**config.mk**
```make
export PLATFORM = sky130hd
export DESIGN_NAME = orc_cmd_handler
export DESIGN_NICKNAME = d
export VERILOG_FILES = /design/src/shared/orc_pkg.sv /design/src/verilog/orc_cmd_handler.sv /design/src/verilog/orc_resp_tx.sv
export VERILOG_INCLUDE_DIRS = /design/src /design/src/shared
export SDC_FILE = /design/constraint.sdc
export NUM_CORES = 1
export LEC_CHECK = 0
export BUFFER_PORTS_ARGS = -buffer_cell sky130_fd_sc_hd__buf_2
export CAP_MARGIN = 20
export CORE_ASPECT_RATIO = 1.75
export CORE_MARGIN = 5
export CORE_UTILIZATION = 40
export CTS_CLUSTER_SIZE = 20
export DETAILED_ROUTE_END_ITERATION = 10
export PLACE_DENSITY_LB_ADDON = 0.25
export SYNTH_ARGS = -nofsm -noshare
export SYNTH_HDL_FRONTEND = slang
export SYNTH_SLANG_ARGS = --single-unit
```
**constraint.sdc**
```tcl
create_clock -name core_clk_in -period 3.15 [get_ports core_clk_in]
set_clock_uncertainty 0.15 [all_clocks]
set_input_delay 0.315 -clock core_clk_in [delete_from_list [all_inputs] [get_ports core_clk_in]]
set_output_delay 0.315 -clock core_clk_in [all_outputs]
set_load 0.02 [all_outputs]
```
**src/shared/orc_params.svh**
```systemverilog
// Constants for the output recovery command handler
// Overview of operation
// - A set-recovery request is the code bytes 0x31 then 0x34 followed by exactly twelve data bytes.
// - Data positions 1-4, 6-9 and 11-12 carry outputs one to ten, and positions 5 and 10 hold a 0x2C separator.
// - Each per-output byte is 0x31 for recovery enabled and 0x32 for disabled, in requests and responses alike.
// - A set request is answered with codes 0x31, 0x35 and thirteen data bytes: status then the twelve-byte layout.
// - The status byte is 0x30 when accepted, 0x31 when not in setting mode and 0x39 when the setting failed.
// - A check-recovery request is the code bytes 0x31 then 0x36 followed by one dummy byte 0x30; the handler accepts any byte as the dummy.
// - A check request gets the same response format as a set request with status always 0x30.
// - After a factory default every one of the ten outputs has recovery enabled.
`ifndef ORC_PARAMS_SVH
`define ORC_PARAMS_SVH

`define ORC_CODE_LEAD 8'h31
`define ORC_CODE_SET 8'h34
`define ORC_CODE_RESP 8'h35
`define ORC_CODE_CHECK 8'h36
`define ORC_SEPARATOR 8'h2C
`define ORC_VAL_ENABLE 8'h31
`define ORC_VAL_DISABLE 8'h32
`define ORC_STATUS_OK 8'h30
`define ORC_STATUS_NOT_SETTING 8'h31
`define ORC_SETTING_FAILED_STATUS 8'h39
`define ORC_DUMMY 8'h30
`define ORC_SET_DATA_LEN 4'hC
`define ORC_RESP_LAST_IDX 4'hE
`define ORC_RESP_HDR_LEN 4'h2
`define ORC_NO_CHANNEL 4'hF
`define ORC_RECOVERY_RESET 10'h3FF
`define ORC_OUTPUT_DEFAULT 10'h000

`endif

```
**src/shared/orc_pkg.sv**
```systemverilog
// Types and shared decode for the output recovery command handler
`include "orc_params.svh"

package orc_pkg;

    typedef struct packed {
        logic valid;
        logic [7:0] data;
    } orc_byte_t;

    typedef enum logic [1:0] {
        ORC_IDLE = 2'b00,
        ORC_CODE = 2'b01,
        ORC_SET_DATA = 2'b10,
        ORC_CHK_DATA = 2'b11
    } orc_state_t;

    // Data position 1..12 to channel index, separators give no channel
    function automatic logic [3:0] orc_pos_chan(input logic [3:0] pos);
        logic [3:0] ch;
        ch = `ORC_NO_CHANNEL;
        case (pos)
            4'h1, 4'h2, 4'h3, 4'h4: ch = pos - 4'h1;
            4'h6, 4'h7, 4'h8, 4'h9: ch = pos - 4'h2;
            4'hB, 4'hC: ch = pos - 4'h3;
            default: ch = `ORC_NO_CHANNEL;
        endcase
        return ch;
    endfunction

endpackage

```
**src/verilog/orc_cmd_handler.sv**
```systemverilog
// Recovery command parser, recovery store and output restore
`timescale 1ns/1ps
`default_nettype none
`include "orc_params.svh"

module orc_cmd_handler (
    input wire logic core_clk_in,
    input wire logic rst_in,
    input wire orc_pkg::orc_byte_t rx_in,
    output logic rx_ready_out,
    output var orc_pkg::orc_byte_t tx_out,
    input wire logic tx_ready_in,
    input wire logic setting_mode_in,
    input wire logic factory_default_in,
    input wire logic power_restore_in,
    input wire logic [9:0] saved_state_in,
    input wire logic output_write_in,
    input wire logic [9:0] output_value_in,
    output logic [9:0] recovery_enable_out,
    output logic [9:0] digital_output_channels_out
);
    orc_pkg::orc_state_t state_q;
    logic [3:0] pos_q;
    logic [9:0] buf_q;
    logic bad_q;
    logic [9:0] buf_d;
    logic bad_d;
    logic [3:0] chan;
    logic take;
    logic code_take;
    logic data_take;
    logic rx_ready_q;
    logic resp_start_q;
    logic [7:0] resp_status_q;
    logic [9:0] recovery_q;
    logic [9:0] outputs_q;
    logic set_done;
    logic chk_done;
    logic commit;
    logic resp_done;
    logic mode_meta_q;
    logic mode_sync_q;

    assign take = rx_in.valid && rx_ready_q;
    assign chan = orc_pkg::orc_pos_chan(pos_q);
    assign code_take = take && state_q == orc_pkg::ORC_CODE;
    assign data_take = take && state_q == orc_pkg::ORC_SET_DATA;

    // Mode switch is asynchronous to the core clock; only the second stage is read
    always_ff @(posedge core_clk_in) begin
        if (rst_in) begin
            mode_meta_q <= 1'b0;
            mode_sync_q <= 1'b0;
        end else begin
            mode_meta_q <= setting_mode_in;
            mode_sync_q <= mode_meta_q;
        end
    end

    // Merge the current data byte into the pending setting
    always_comb begin
        buf_d = buf_q;
        bad_d = bad_q;
        if (chan == `ORC_NO_CHANNEL) begin
            if (rx_in.data != `ORC_SEPARATOR) begin
                bad_d = 1'b1;
            end
        end else if (rx_in.data == `ORC_VAL_ENABLE) begin
            buf_d[chan] = 1'b1;
        end else if (rx_in.data == `ORC_VAL_DISABLE) begin
            buf_d[chan] = 1'b0;
        end else begin
            bad_d = 1'b1;
        end
    end

    assign set_done = take && state_q == orc_pkg::ORC_SET_DATA && pos_q == `ORC_SET_DATA_LEN;
    assign chk_done = take && state_q == orc_pkg::ORC_CHK_DATA;
    assign commit = set_done && mode_sync_q && !bad_d;

    // Parser state: lead code, command code, then the data bytes
    always_ff @(posedge core_clk_in) begin
        if (rst_in) begin
            state_q <= orc_pkg::ORC_IDLE;
        end else if (take) begin
            case (state_q)
                orc_pkg::ORC_IDLE: begin
                    if (rx_in.data == `ORC_CODE_LEAD) begin
                        state_q <= orc_pkg::ORC_CODE;
                    end
                end
                orc_pkg::ORC_CODE: begin
                    // Extra lead bytes keep waiting for the command code
                    if (rx_in.data == `ORC_CODE_SET) begin
                        state_q <= orc_pkg::ORC_SET_DATA;
                    end else if (rx_in.data == `ORC_CODE_CHECK) begin
                        state_q <= orc_pkg::ORC_CHK_DATA;
                    end else if (rx_in.data != `ORC_CODE_LEAD) begin
                        state_q <= orc_pkg::ORC_IDLE;
                    end
                end
                orc_pkg::ORC_SET_DATA: begin
                    if (pos_q == `ORC_SET_DATA_LEN) begin
                        state_q <= orc_pkg::ORC_IDLE;
                    end
                end
                orc_pkg::ORC_CHK_DATA: begin
                    // Dummy value is not checked; any byte completes the query
                    state_q <= orc_pkg::ORC_IDLE;
                end
                default: begin
                    state_q <= orc_pkg::ORC_IDLE;
                end
            endcase
        end
    end

    // Data position restarts on every command code byte
    always_ff @(posedge core_clk_in) begin
        if (rst_in) begin
            pos_q <= 4'h0;
        end else if (code_take) begin
            pos_q <= 4'h1;
        end else if (data_take) begin
            pos_q <= pos_q + 4'h1;
        end
    end

    // Pending setting and its error flag, cleared by every command code byte
    always_ff @(posedge core_clk_in) begin
        if (rst_in) begin
            buf_q <= 10'h000;
            bad_q <= 1'b0;
        end else if (code_take) begin
            buf_q <= 10'h000;
            bad_q <= 1'b0;
        end else if (data_take) begin
            buf_q <= buf_d;
            bad_q <= bad_d;
        end
    end

    // Outcome of a set request; being outside setting mode outranks a bad byte
    function automatic logic [7:0] set_status(input logic in_mode, input logic failed);
        logic [7:0] st;
        st = `ORC_STATUS_OK;
        if (!in_mode) begin
            st = `ORC_STATUS_NOT_SETTING;
        end else if (failed) begin
            st = `ORC_SETTING_FAILED_STATUS;
        end
        return st;
    endfunction

    // Status selection and response launch
    always_ff @(posedge core_clk_in) begin
        if (rst_in) begin
            resp_start_q <= 1'b0;
            resp_status_q <= 8'h00;
        end else begin
            resp_start_q <= set_done || chk_done;
            if (chk_done) begin
                resp_status_q <= `ORC_STATUS_OK;
            end else if (set_done) begin
                resp_status_q <= set_status(mode_sync_q, bad_d);
            end
        end
    end

    // Intake stalls from the final request byte until the answer is sent
    always_ff @(posedge core_clk_in) begin
        if (rst_in) begin
            rx_ready_q <= 1'b1;
        end else if (set_done || chk_done) begin
            rx_ready_q <= 1'b0;
        end else if (resp_done) begin
            rx_ready_q <= 1'b1;
        end
    end

    // Factory default takes precedence over a same-cycle commit
    always_ff @(posedge core_clk_in) begin
        if (rst_in) begin
            recovery_q <= `ORC_RECOVERY_RESET;
        end else if (factory_default_in) begin
            recovery_q <= `ORC_RECOVERY_RESET;
        end else if (commit) begin
            recovery_q <= buf_d;
        end
    end

    // Restore outranks a same-cycle output write
    always_ff @(posedge core_clk_in) begin
        if (rst_in) begin
            outputs_q <= `ORC_OUTPUT_DEFAULT;
        end else if (power_restore_in) begin
            outputs_q <= (saved_state_in & recovery_q) | (`ORC_OUTPUT_DEFAULT & ~recovery_q);
        end else if (output_write_in) begin
            outputs_q <= output_value_in;
        end
    end

    orc_resp_tx u_resp_tx (
        .clk_in(core_clk_in),
        .rst_in(rst_in),
        .start_in(resp_start_q),
        .status_in(resp_status_q),
        .enables_in(recovery_q),
        .tx_ready_in(tx_ready_in),
        .tx_out(tx_out),
        .done_out(resp_done)
    );

    assign rx_ready_out = rx_ready_q;
    assign recovery_enable_out = recovery_q;
    assign digital_output_channels_out = outputs_q;
endmodule

`default_nettype wire

```
**src/verilog/orc_resp_tx.sv**
```systemverilog
// Response serializer: two code bytes, status, twelve-byte output layout
`timescale 1ns/1ps
`default_nettype none
`include "orc_params.svh"

module orc_resp_tx (
    input wire logic clk_in,
    input wire logic rst_in,
    input wire logic start_in,
    input wire logic [7:0] status_in,
    input wire logic [9:0] enables_in,
    input wire logic tx_ready_in,
    output var orc_pkg::orc_byte_t tx_out,
    output logic done_out
);
    logic busy_q;
    logic [3:0] idx_q;
    logic [7:0] status_q;
    logic [9:0] enables_q;
    orc_pkg::orc_byte_t tx_q;
    logic done_q;

    function automatic logic [7:0] byte_at(input logic [3:0] idx, input logic [7:0] st, input logic [9:0] en);
        logic [3:0] ch;
        logic [7:0] b;
        ch = orc_pkg::orc_pos_chan(idx - `ORC_RESP_HDR_LEN);
        b = `ORC_SEPARATOR;
        if (idx == 4'h0) begin
            b = `ORC_CODE_LEAD;
        end else if (idx == 4'h1) begin
            b = `ORC_CODE_RESP;
        end else if (idx == `ORC_RESP_HDR_LEN) begin
            b = st;
        end else if (ch != `ORC_NO_CHANNEL) begin
            b = en[ch] ? `ORC_VAL_ENABLE : `ORC_VAL_DISABLE;
        end
        return b;
    endfunction

    // Snapshot so a later store cannot tear a response mid-flight
    always_ff @(posedge clk_in) begin
        if (rst_in) begin
            status_q <= 8'h00;
            enables_q <= 10'h000;
        end else if (start_in && !busy_q) begin
            status_q <= status_in;
            enables_q <= enables_in;
        end
    end

    always_ff @(posedge clk_in) begin
        if (rst_in) begin
            busy_q <= 1'b0;
            idx_q <= 4'h0;
            tx_q <= '0;
            done_q <= 1'b0;
        end else begin
            done_q <= 1'b0;
            if (start_in && !busy_q) begin
                busy_q <= 1'b1;
                idx_q <= 4'h0;
                tx_q.valid <= 1'b1;
                tx_q.data <= `ORC_CODE_LEAD;
            end else if (tx_q.valid && tx_ready_in) begin
                if (idx_q == `ORC_RESP_LAST_IDX) begin
                    busy_q <= 1'b0;
                    tx_q.valid <= 1'b0;
                    done_q <= 1'b1;
                end else begin
                    idx_q <= idx_q + 4'h1;
                    tx_q.data <= byte_at(idx_q + 4'h1, status_q, enables_q);
                end
            end
        end
    end

    assign tx_out = tx_q;
    assign done_out = done_q;
endmodule

`default_nettype wire

```
==> impl_metrics.json, run 1 <==
{
  "die_area_um2": 12600,
  "row_count": 49,
  "clockBufferDepth": 2,
  "timing.rr.start": "u_resp_tx.idx_q[0]",
  "hold_depth": 2,
  "io_buffer_count": 63,
  "grt_pass1_wl_um": 19600,
  "wire_per_inst_um": 16.1,
  "vdd_drop_max_mv": 0.300,
  "drt_iter0_markers": 230,
  "clkSinkCount": 69,
  "grt_max_degree": 41,
  "r2r_slack_ns": 0.1,
  "drive_gt1_frac": 0.268,
  "worstPathMaxFanout": 7,
  "ctsHoldBuffers": 0,
  "hp-class": "in -> reg",
  "io_pins": 66,
  "dpl.cell_count": 719,
  "cts_root_buffer": "clkbuf_16",
  "slew_headroom": 0.498,
  "viasPerCell": 5.59,
  "ys_types": 74,
  "antenna_left": 0,
  "cts_tree": "done",
  "mostFrequentLayoutCells": "nand2_1 (66), dfxtp_1 (65), buf_2 (63)",
  "max_freq_ghz": 0.328,
  "holdPathEnd": "mode_meta_q",
  "grt_util_all_layers": 0.196,
  "area_delta_synth_final_pct": 27.8,
  "yosys_warnings": 0,
  "multi_input_area_um2": 2720,
  "ctsHtreeMaxLevel": 3,
  "final_common_cell": "nand2_1",
  "status": "complete, no violations",
  "p_leak_nw": 2.12,
  "cp-end-kind": "register",
  "initial_core_util": 0.404,
  "numCtsBuffers": 9,
  "synth_cells": 522,
  "r2r_end": "u_resp_tx.tx_out[0]",
  "wl_um": 11900,
  "critPathRequiredTime_ns": 3.21,
  "fin_nets": 658,
  "dr.pass1.iters": 5,
  "post-route-min-period_ns": 3.05,
  "die_h_um": 145,
  "powerDensity_nw_per_um2": 408,
  "final_max_slew_viol_count": 0,
  "num_vias": 4134,
  "cap_violations": 0,
  "gp_congestion": 0.949,
  "async_reset_ff_frac": 0,
  "synth_area_um2": 4140,
  "stdcell_count": 740,
  "synth-edff-count": 0,
  "grt_antenna_before_repair": 0,
  "path_clk_slew_ns": 0.06,
  "first_global_vias": 4175,
  "synth-main-ff-cell": "dfxtp_1",
  "total_power_mw": 2.16,
  "cp-start-kind": "register",
  "synth_seq_cells": 69,
  "ys_seq_area_frac": 0.334,
  "seq_area_um2": 1390,
  "hp-start": "setting_mode_in",
  "die_x_um": 86.9,
  "criticalPathCategory": "reg -> reg",
  "fin_crit_sh": 0.969,
  "rr_worst_depth": 12,
  "fill_cells": 996,
  "n_antenna_cell": 0,
  "core_area_um2": 10200,
  "dp.final_hpwl_um": 9250,
  "arrival_ns": 3.11,
  "clock_latency_ns": 0.33,
  "tightest_slew_ns": 0.753,
  "hold_violations": 0,
  "setup_violations": 0,
  "drc_errors": 0,
  "grt_overflow": 0,
  "syn_area_per_cell_um2": 7.93
}
state kept, by name, summed over array words and instances, names as in the netlist:
register / cells
bad_q: 1
buf_q: 10
digital_output_channels_out: 10
mode_meta_q: 1
mode_sync_q: 1
pos_q: 4
recovery_enable_out: 10
resp_start_q: 1
resp_status_q: 3
rx_ready_out: 1
state_q: 2
u_resp_tx.done_out: 1
u_resp_tx.enables_q: 10
u_resp_tx.idx_q: 4
u_resp_tx.status_q: 3
u_resp_tx.tx_out: 7
routing by layer:
metal | global-route usage | vias up | routed length (um)
li1 | - | 2026 | -
met1 | 0.201 | 1970 | 4350
met2 | 0.368 | 104 | 6730
met3 | 0.0325 | 34 | 406
met4 | 0.106 | 0 | 463
met5 | 0 | - | 0
metrics by stage:
stage | hold WS [ns] | util | instance area [um2] | setup slack (ns) | TNS [ns]
final | 0.0448 | 0.517 | 5290 | 0.0971 | 0
after floorplan | 0.260 | - | 4170 | 0.0154 | 0
after detailed placement | 0.280 | 0.465 | 4760 | -0.110 | -0.258
after global placement | 0.279 | 0.465 | 4760 | 0.00612 | 0
after global routing | 0.0803 | 0.517 | 5290 | -0.0290 | -0.0560
after CTS | 0.0398 | 0.503 | 5150 | 0.0255 | 0
synth_stat cells, types with 3 or more instances:
| cell type | number | share of area |
|---|---|---|
| a31oi_1 | 16 | 0.024 |
| mux2_2 | 4 | 0.011 |
| o22ai_1 | 4 | 0.0060 |
| buf_1 | 3 | 0.0027 |
| and3_1 | 5 | 0.0076 |
| nand2_1 | 66 | 0.060 |
| nor3_1 | 15 | 0.018 |
| nor2b_1 | 7 | 0.011 |
| a211oi_1 | 4 | 0.0073 |
| mux2i_1 | 36 | 0.087 |
| nand3_1 | 9 | 0.011 |
| o21ai_1 | 3 | 0.0036 |
| nand2b_1 | 8 | 0.012 |
| a21o_1 | 3 | 0.0054 |
| or3_1 | 4 | 0.0060 |
| ha_1 | 14 | 0.042 |
| nor2_1 | 64 | 0.058 |
| o21ai_0 | 41 | 0.050 |
| buf_2 | 4 | 0.0048 |
| inv_1 | 15 | 0.014 |
| buf_4 | 7 | 0.013 |
| clkbuf_1 | 12 | 0.011 |
| o21bai_1 | 4 | 0.0073 |
| and2_1 | 5 | 0.0076 |
| a21oi_1 | 34 | 0.041 |
| o31ai_1 | 3 | 0.0054 |
| dfxtp_1 | 69 | 0.33 |
power by group:
| part | switching [mW] | internal [mW] | total (mW) |
|---|---|---|---|
| Clock | 0.371 | 0.793 | 1.16 |
| Sequential | 0.00502 | 0.882 | 0.887 |
| Combinational | 0.0644 | 0.0411 | 0.106 |
| Total | 0.440 | 1.72 | 2.16 |
repair_timing:
item | in CTS | in global routing
buffers inserted | 1 | 4
pin swaps | 2 | 7
endpoints found under the setup margin | 3 | 21
resized for setup | 6 | 25
cell type report:
type	count	area share
Tap cell	127	0.0300
Inverter	17	0.0121
Timing Repair Buffer	101	0.116
Clock buffer	10	0.0452
Sequential cell	69	0.263
Multi-Input combinational cell	410	0.513
Clock inverter	6	0.0208
worst max path at each step:
| stage | start | to | slack, ns | depth (start not counted) |
|---|---|---|---|---|
| 2_1_floorplan | u_resp_tx.idx_q[0] | u_resp_tx.tx_out[1] | 0.02 | 14 |
| 3_3_place_gp | u_resp_tx.idx_q[1] | u_resp_tx.tx_out[0] | 0.006 | 12 |
| 3_5_place_dp | u_resp_tx.idx_q[1] | u_resp_tx.tx_out[0] | -0.11 | 12 |
| 4_1_cts | u_resp_tx.idx_q[1] | u_resp_tx.tx_out[0] | 0.03 | 13 |
| 5_1_grt | u_resp_tx.idx_q[1] | u_resp_tx.tx_out[1] | -0.03 | 13 |
| 6_report | u_resp_tx.idx_q[0] | u_resp_tx.tx_out[0] | 0.1 | 12 |
worst max-delay path, stage by stage, from the launching register on:
cell,delay [ns]
dfxtp_4,0.36
ha_2,0.22
xor2_4,0.17
ha_4,0.33
inv_2,0.06
a21oi_2,0.18
o221ai_2,0.12
a21oi_2,0.24
mux2i_4,0.13
mux2_4,0.33
a2111oi_4,0.33
a221o_1,0.23
a21oi_1,0.08
cells by family after synthesis:
kind of cell               after synthesis  share of synthesized area
xor gates and xnor gates                 5                     0.0124
and+or+nand+nor                        202                      0.226
adders and majority gates               14                     0.0423
DFF                                     69                      0.334
muxes                                   41                      0.102
AOI/OAI and AO/OA                      146                      0.234
other                                    1                   0.000906
buffers and inverters                   44                     0.0493
Power figures use the tool's default switching activity.
==> run 2, diff against run 1 <==
Settings changed: CELL_PAD_IN_SITES_DETAIL_PLACEMENT set to 1, CELL_PAD_IN_SITES_GLOBAL_PLACEMENT set to 1, CORE_UTILIZATION 40 to 38, SETUP_SLACK_MARGIN set to 0.05.
==> impl_metrics.json, run 2 (same netlist as run 1, synthesis figures left out) <==
{
  "cap_violations": 0,
  "holdPathEnd": "mode_meta_q",
  "first_global_vias": 4558,
  "fin_nets": 676,
  "critPathTopFamily": "compound AO/OA/AOI/OAI gates",
  "grt_util_all_layers": 0.226,
  "die_x_um": 88.9,
  "path_clk_slew_ns": 0.06,
  "grt_max_degree": 25,
  "setup_tns_ns": 0,
  "clock_latency_ns": 0.33,
  "n_antenna_cell": 0,
  "cts_tree": "done",
  "rr_worst_depth": 14,
  "drive_gt1_frac": 0.310,
  "io_buffer_count": 63,
  "arrival_ns": 3.16,
  "drt_iter0_markers": 206,
  "path_cells": "inv_4, ha_4, inv_4, ha_4, buf_6, buf_6, nand2_4, o22a_1, o32ai_4, mux2_4, mux2i_1, a22o_1, a221o_1, a32o_2",
  "wl_um": 14500,
  "seq_area_um2": 1390,
  "status": "complete, no violations",
  "num_vias": 4270,
  "ctsHtreeMaxLevel": 3,
  "gp_congestion": 0.967,
  "ctsHoldBuffers": 0,
  "core_area_um2": 10700,
  "row_count": 50,
  "drc_errors": 0,
  "total_power_mw": 2.15,
  "dr.pass1.iters": 4,
  "critPathRequiredTime_ns": 3.22,
  "numCtsBuffers": 9,
  "initial_core_util": 0.387,
  "io_pins": 66,
  "r2r_end": "u_resp_tx.tx_out[1]",
  "hold_depth": 2,
  "hp-start": "setting_mode_in",
  "fin_crit_sh": 0.981,
  "cpPeakStageDelay_ns": 0.39,
  "cp-end-kind": "register",
  "multi_input_area_um2": 2790,
  "cp-start-kind": "register",
  "clockBufferDepth": 2,
  "holdWs_ns": 0.0445,
  "clkSinkCount": 69,
  "dp.final_hpwl_um": 11100,
  "grt_overflow": 0,
  "max_freq_ghz": 0.323,
  "area_delta_synth_final_pct": 33.3,
  "final_util": 0.516,
  "powerDensity_nw_per_um2": 390,
  "viasPerCell": 5.62,
  "vdd_drop_max_mv": 0.287,
  "critPathBufInv": 4,
  "post-route-min-period_ns": 3.09,
  "grt_antenna_before_repair": 0,
  "final_common_cell": "dfxtp_1",
  "grt_pass1_wl_um": 23100,
  "tightest_slew_ns": 0.679,
  "antenna_left": 0,
  "slowest_stage": "dfxtp_4",
  "rsz0062_at_grt": "true",
  "slew_headroom": 0.542,
  "r2r_slack_ns": 0.06,
  "criticalPathCategory": "reg -> reg",
  "hold_violations": 0,
  "hp-class": "in -> reg",
  "final_max_slew_viol_count": 0,
  "die_area_um2": 13200,
  "fill_cells": 1298,
  "setup_violations": 0,
  "cts_root_buffer": "clkbuf_16",
  "worstPathMaxFanout": 5,
  "die_h_um": 148,
  "wire_per_inst_um": 19.0,
  "mostFrequentLayoutCells": "dfxtp_1 (67), nand2_1 (65), buf_2 (63)",
  "p_leak_nw": 2.23,
  "timing.rr.start": "u_resp_tx.idx_q[0]"
}
-- run 2: how the worst max path moves through the flow --
| stage | slack (ns) | to | cells past startpoint | from |
|---|---|---|---|---|
| floorplan | 0.05 | u_resp_tx.tx_out[0] | 14 | u_resp_tx.idx_q[0] |
| global placement | 0.02 | u_resp_tx.tx_out[0] | 10 | u_resp_tx.idx_q[1] |
| detailed placement | -0.11 | u_resp_tx.tx_out[0] | 10 | u_resp_tx.idx_q[1] |
| CTS | 0.03 | u_resp_tx.tx_out[1] | 13 | u_resp_tx.idx_q[0] |
| global route | -0.05 | u_resp_tx.tx_out[1] | 14 | u_resp_tx.idx_q[0] |
| finish | 0.06 | u_resp_tx.tx_out[1] | 14 | u_resp_tx.idx_q[0] |
-- run 2: area by class of cell --
| cell class | instances | area share |
|---|---|---|
| Clock inverter | 6 | 0.0202 |
| Inverter | 17 | 0.0129 |
| Clock buffer | 9 | 0.0408 |
| Timing Repair Buffer | 119 | 0.138 |
| Tap cell | 130 | 0.0295 |
| Sequential cell | 69 | 0.252 |
| Multi-Input combinational cell | 410 | 0.506 |
-- run 2: what timing repair did --
action / in CTS / in global routing
pin swaps: 7 / 12
cloned: 0 / 0
resized for setup: 19 / 35
buffers inserted: 7 / 6
setup endpoints to repair: 4 / 25
endpoints found under the hold margin: 0 / 0
-- run 2: worst register-to-register path, delay by kind of cell (launching register included) --
kind	cells	cell delay, ns
DFF	1	0.39
buffers and inverters	4	0.34
and+or+nand+nor	1	0.04
muxes	2	0.29
adders and majority gates	2	0.61
AOI/OAI and AO/OA	5	1.18
-- run 2: metal layers --
| layer | up-vias | share of wire | wire [um] | track usage |
|---|---|---|---|---|
| li1 | 2058 | - | - | - |
| met1 | 2107 | 0.36 | 5210 | 0.226 |
| met2 | 67 | 0.58 | 8370 | 0.430 |
| met3 | 38 | 0.020 | 287 | 0.0340 |
| met4 | 0 | 0.042 | 607 | 0.114 |
| met5 | - | 0 | 0 | 0 |
-- run 2: report_power, final --
part           total (mW)  internal, mW  switching, mW
clock                1.16         0.770          0.388
sequential          0.886         0.881        0.00482
combinational       0.110        0.0421         0.0684
total                2.15          1.69          0.461
-- run 2: stage by stage --
step | instances | setup slack [ns] | instance area, um2
after detailed placement | 732 | -0.106 | 4850
final | 760 | 0.0588 | 5520
after floorplan | 523 | 0.0531 | 4180
after global placement | 732 | 0.0215 | 4850
after CTS | 754 | 0.0339 | 5320
after global routing | 760 | -0.0497 | 5520
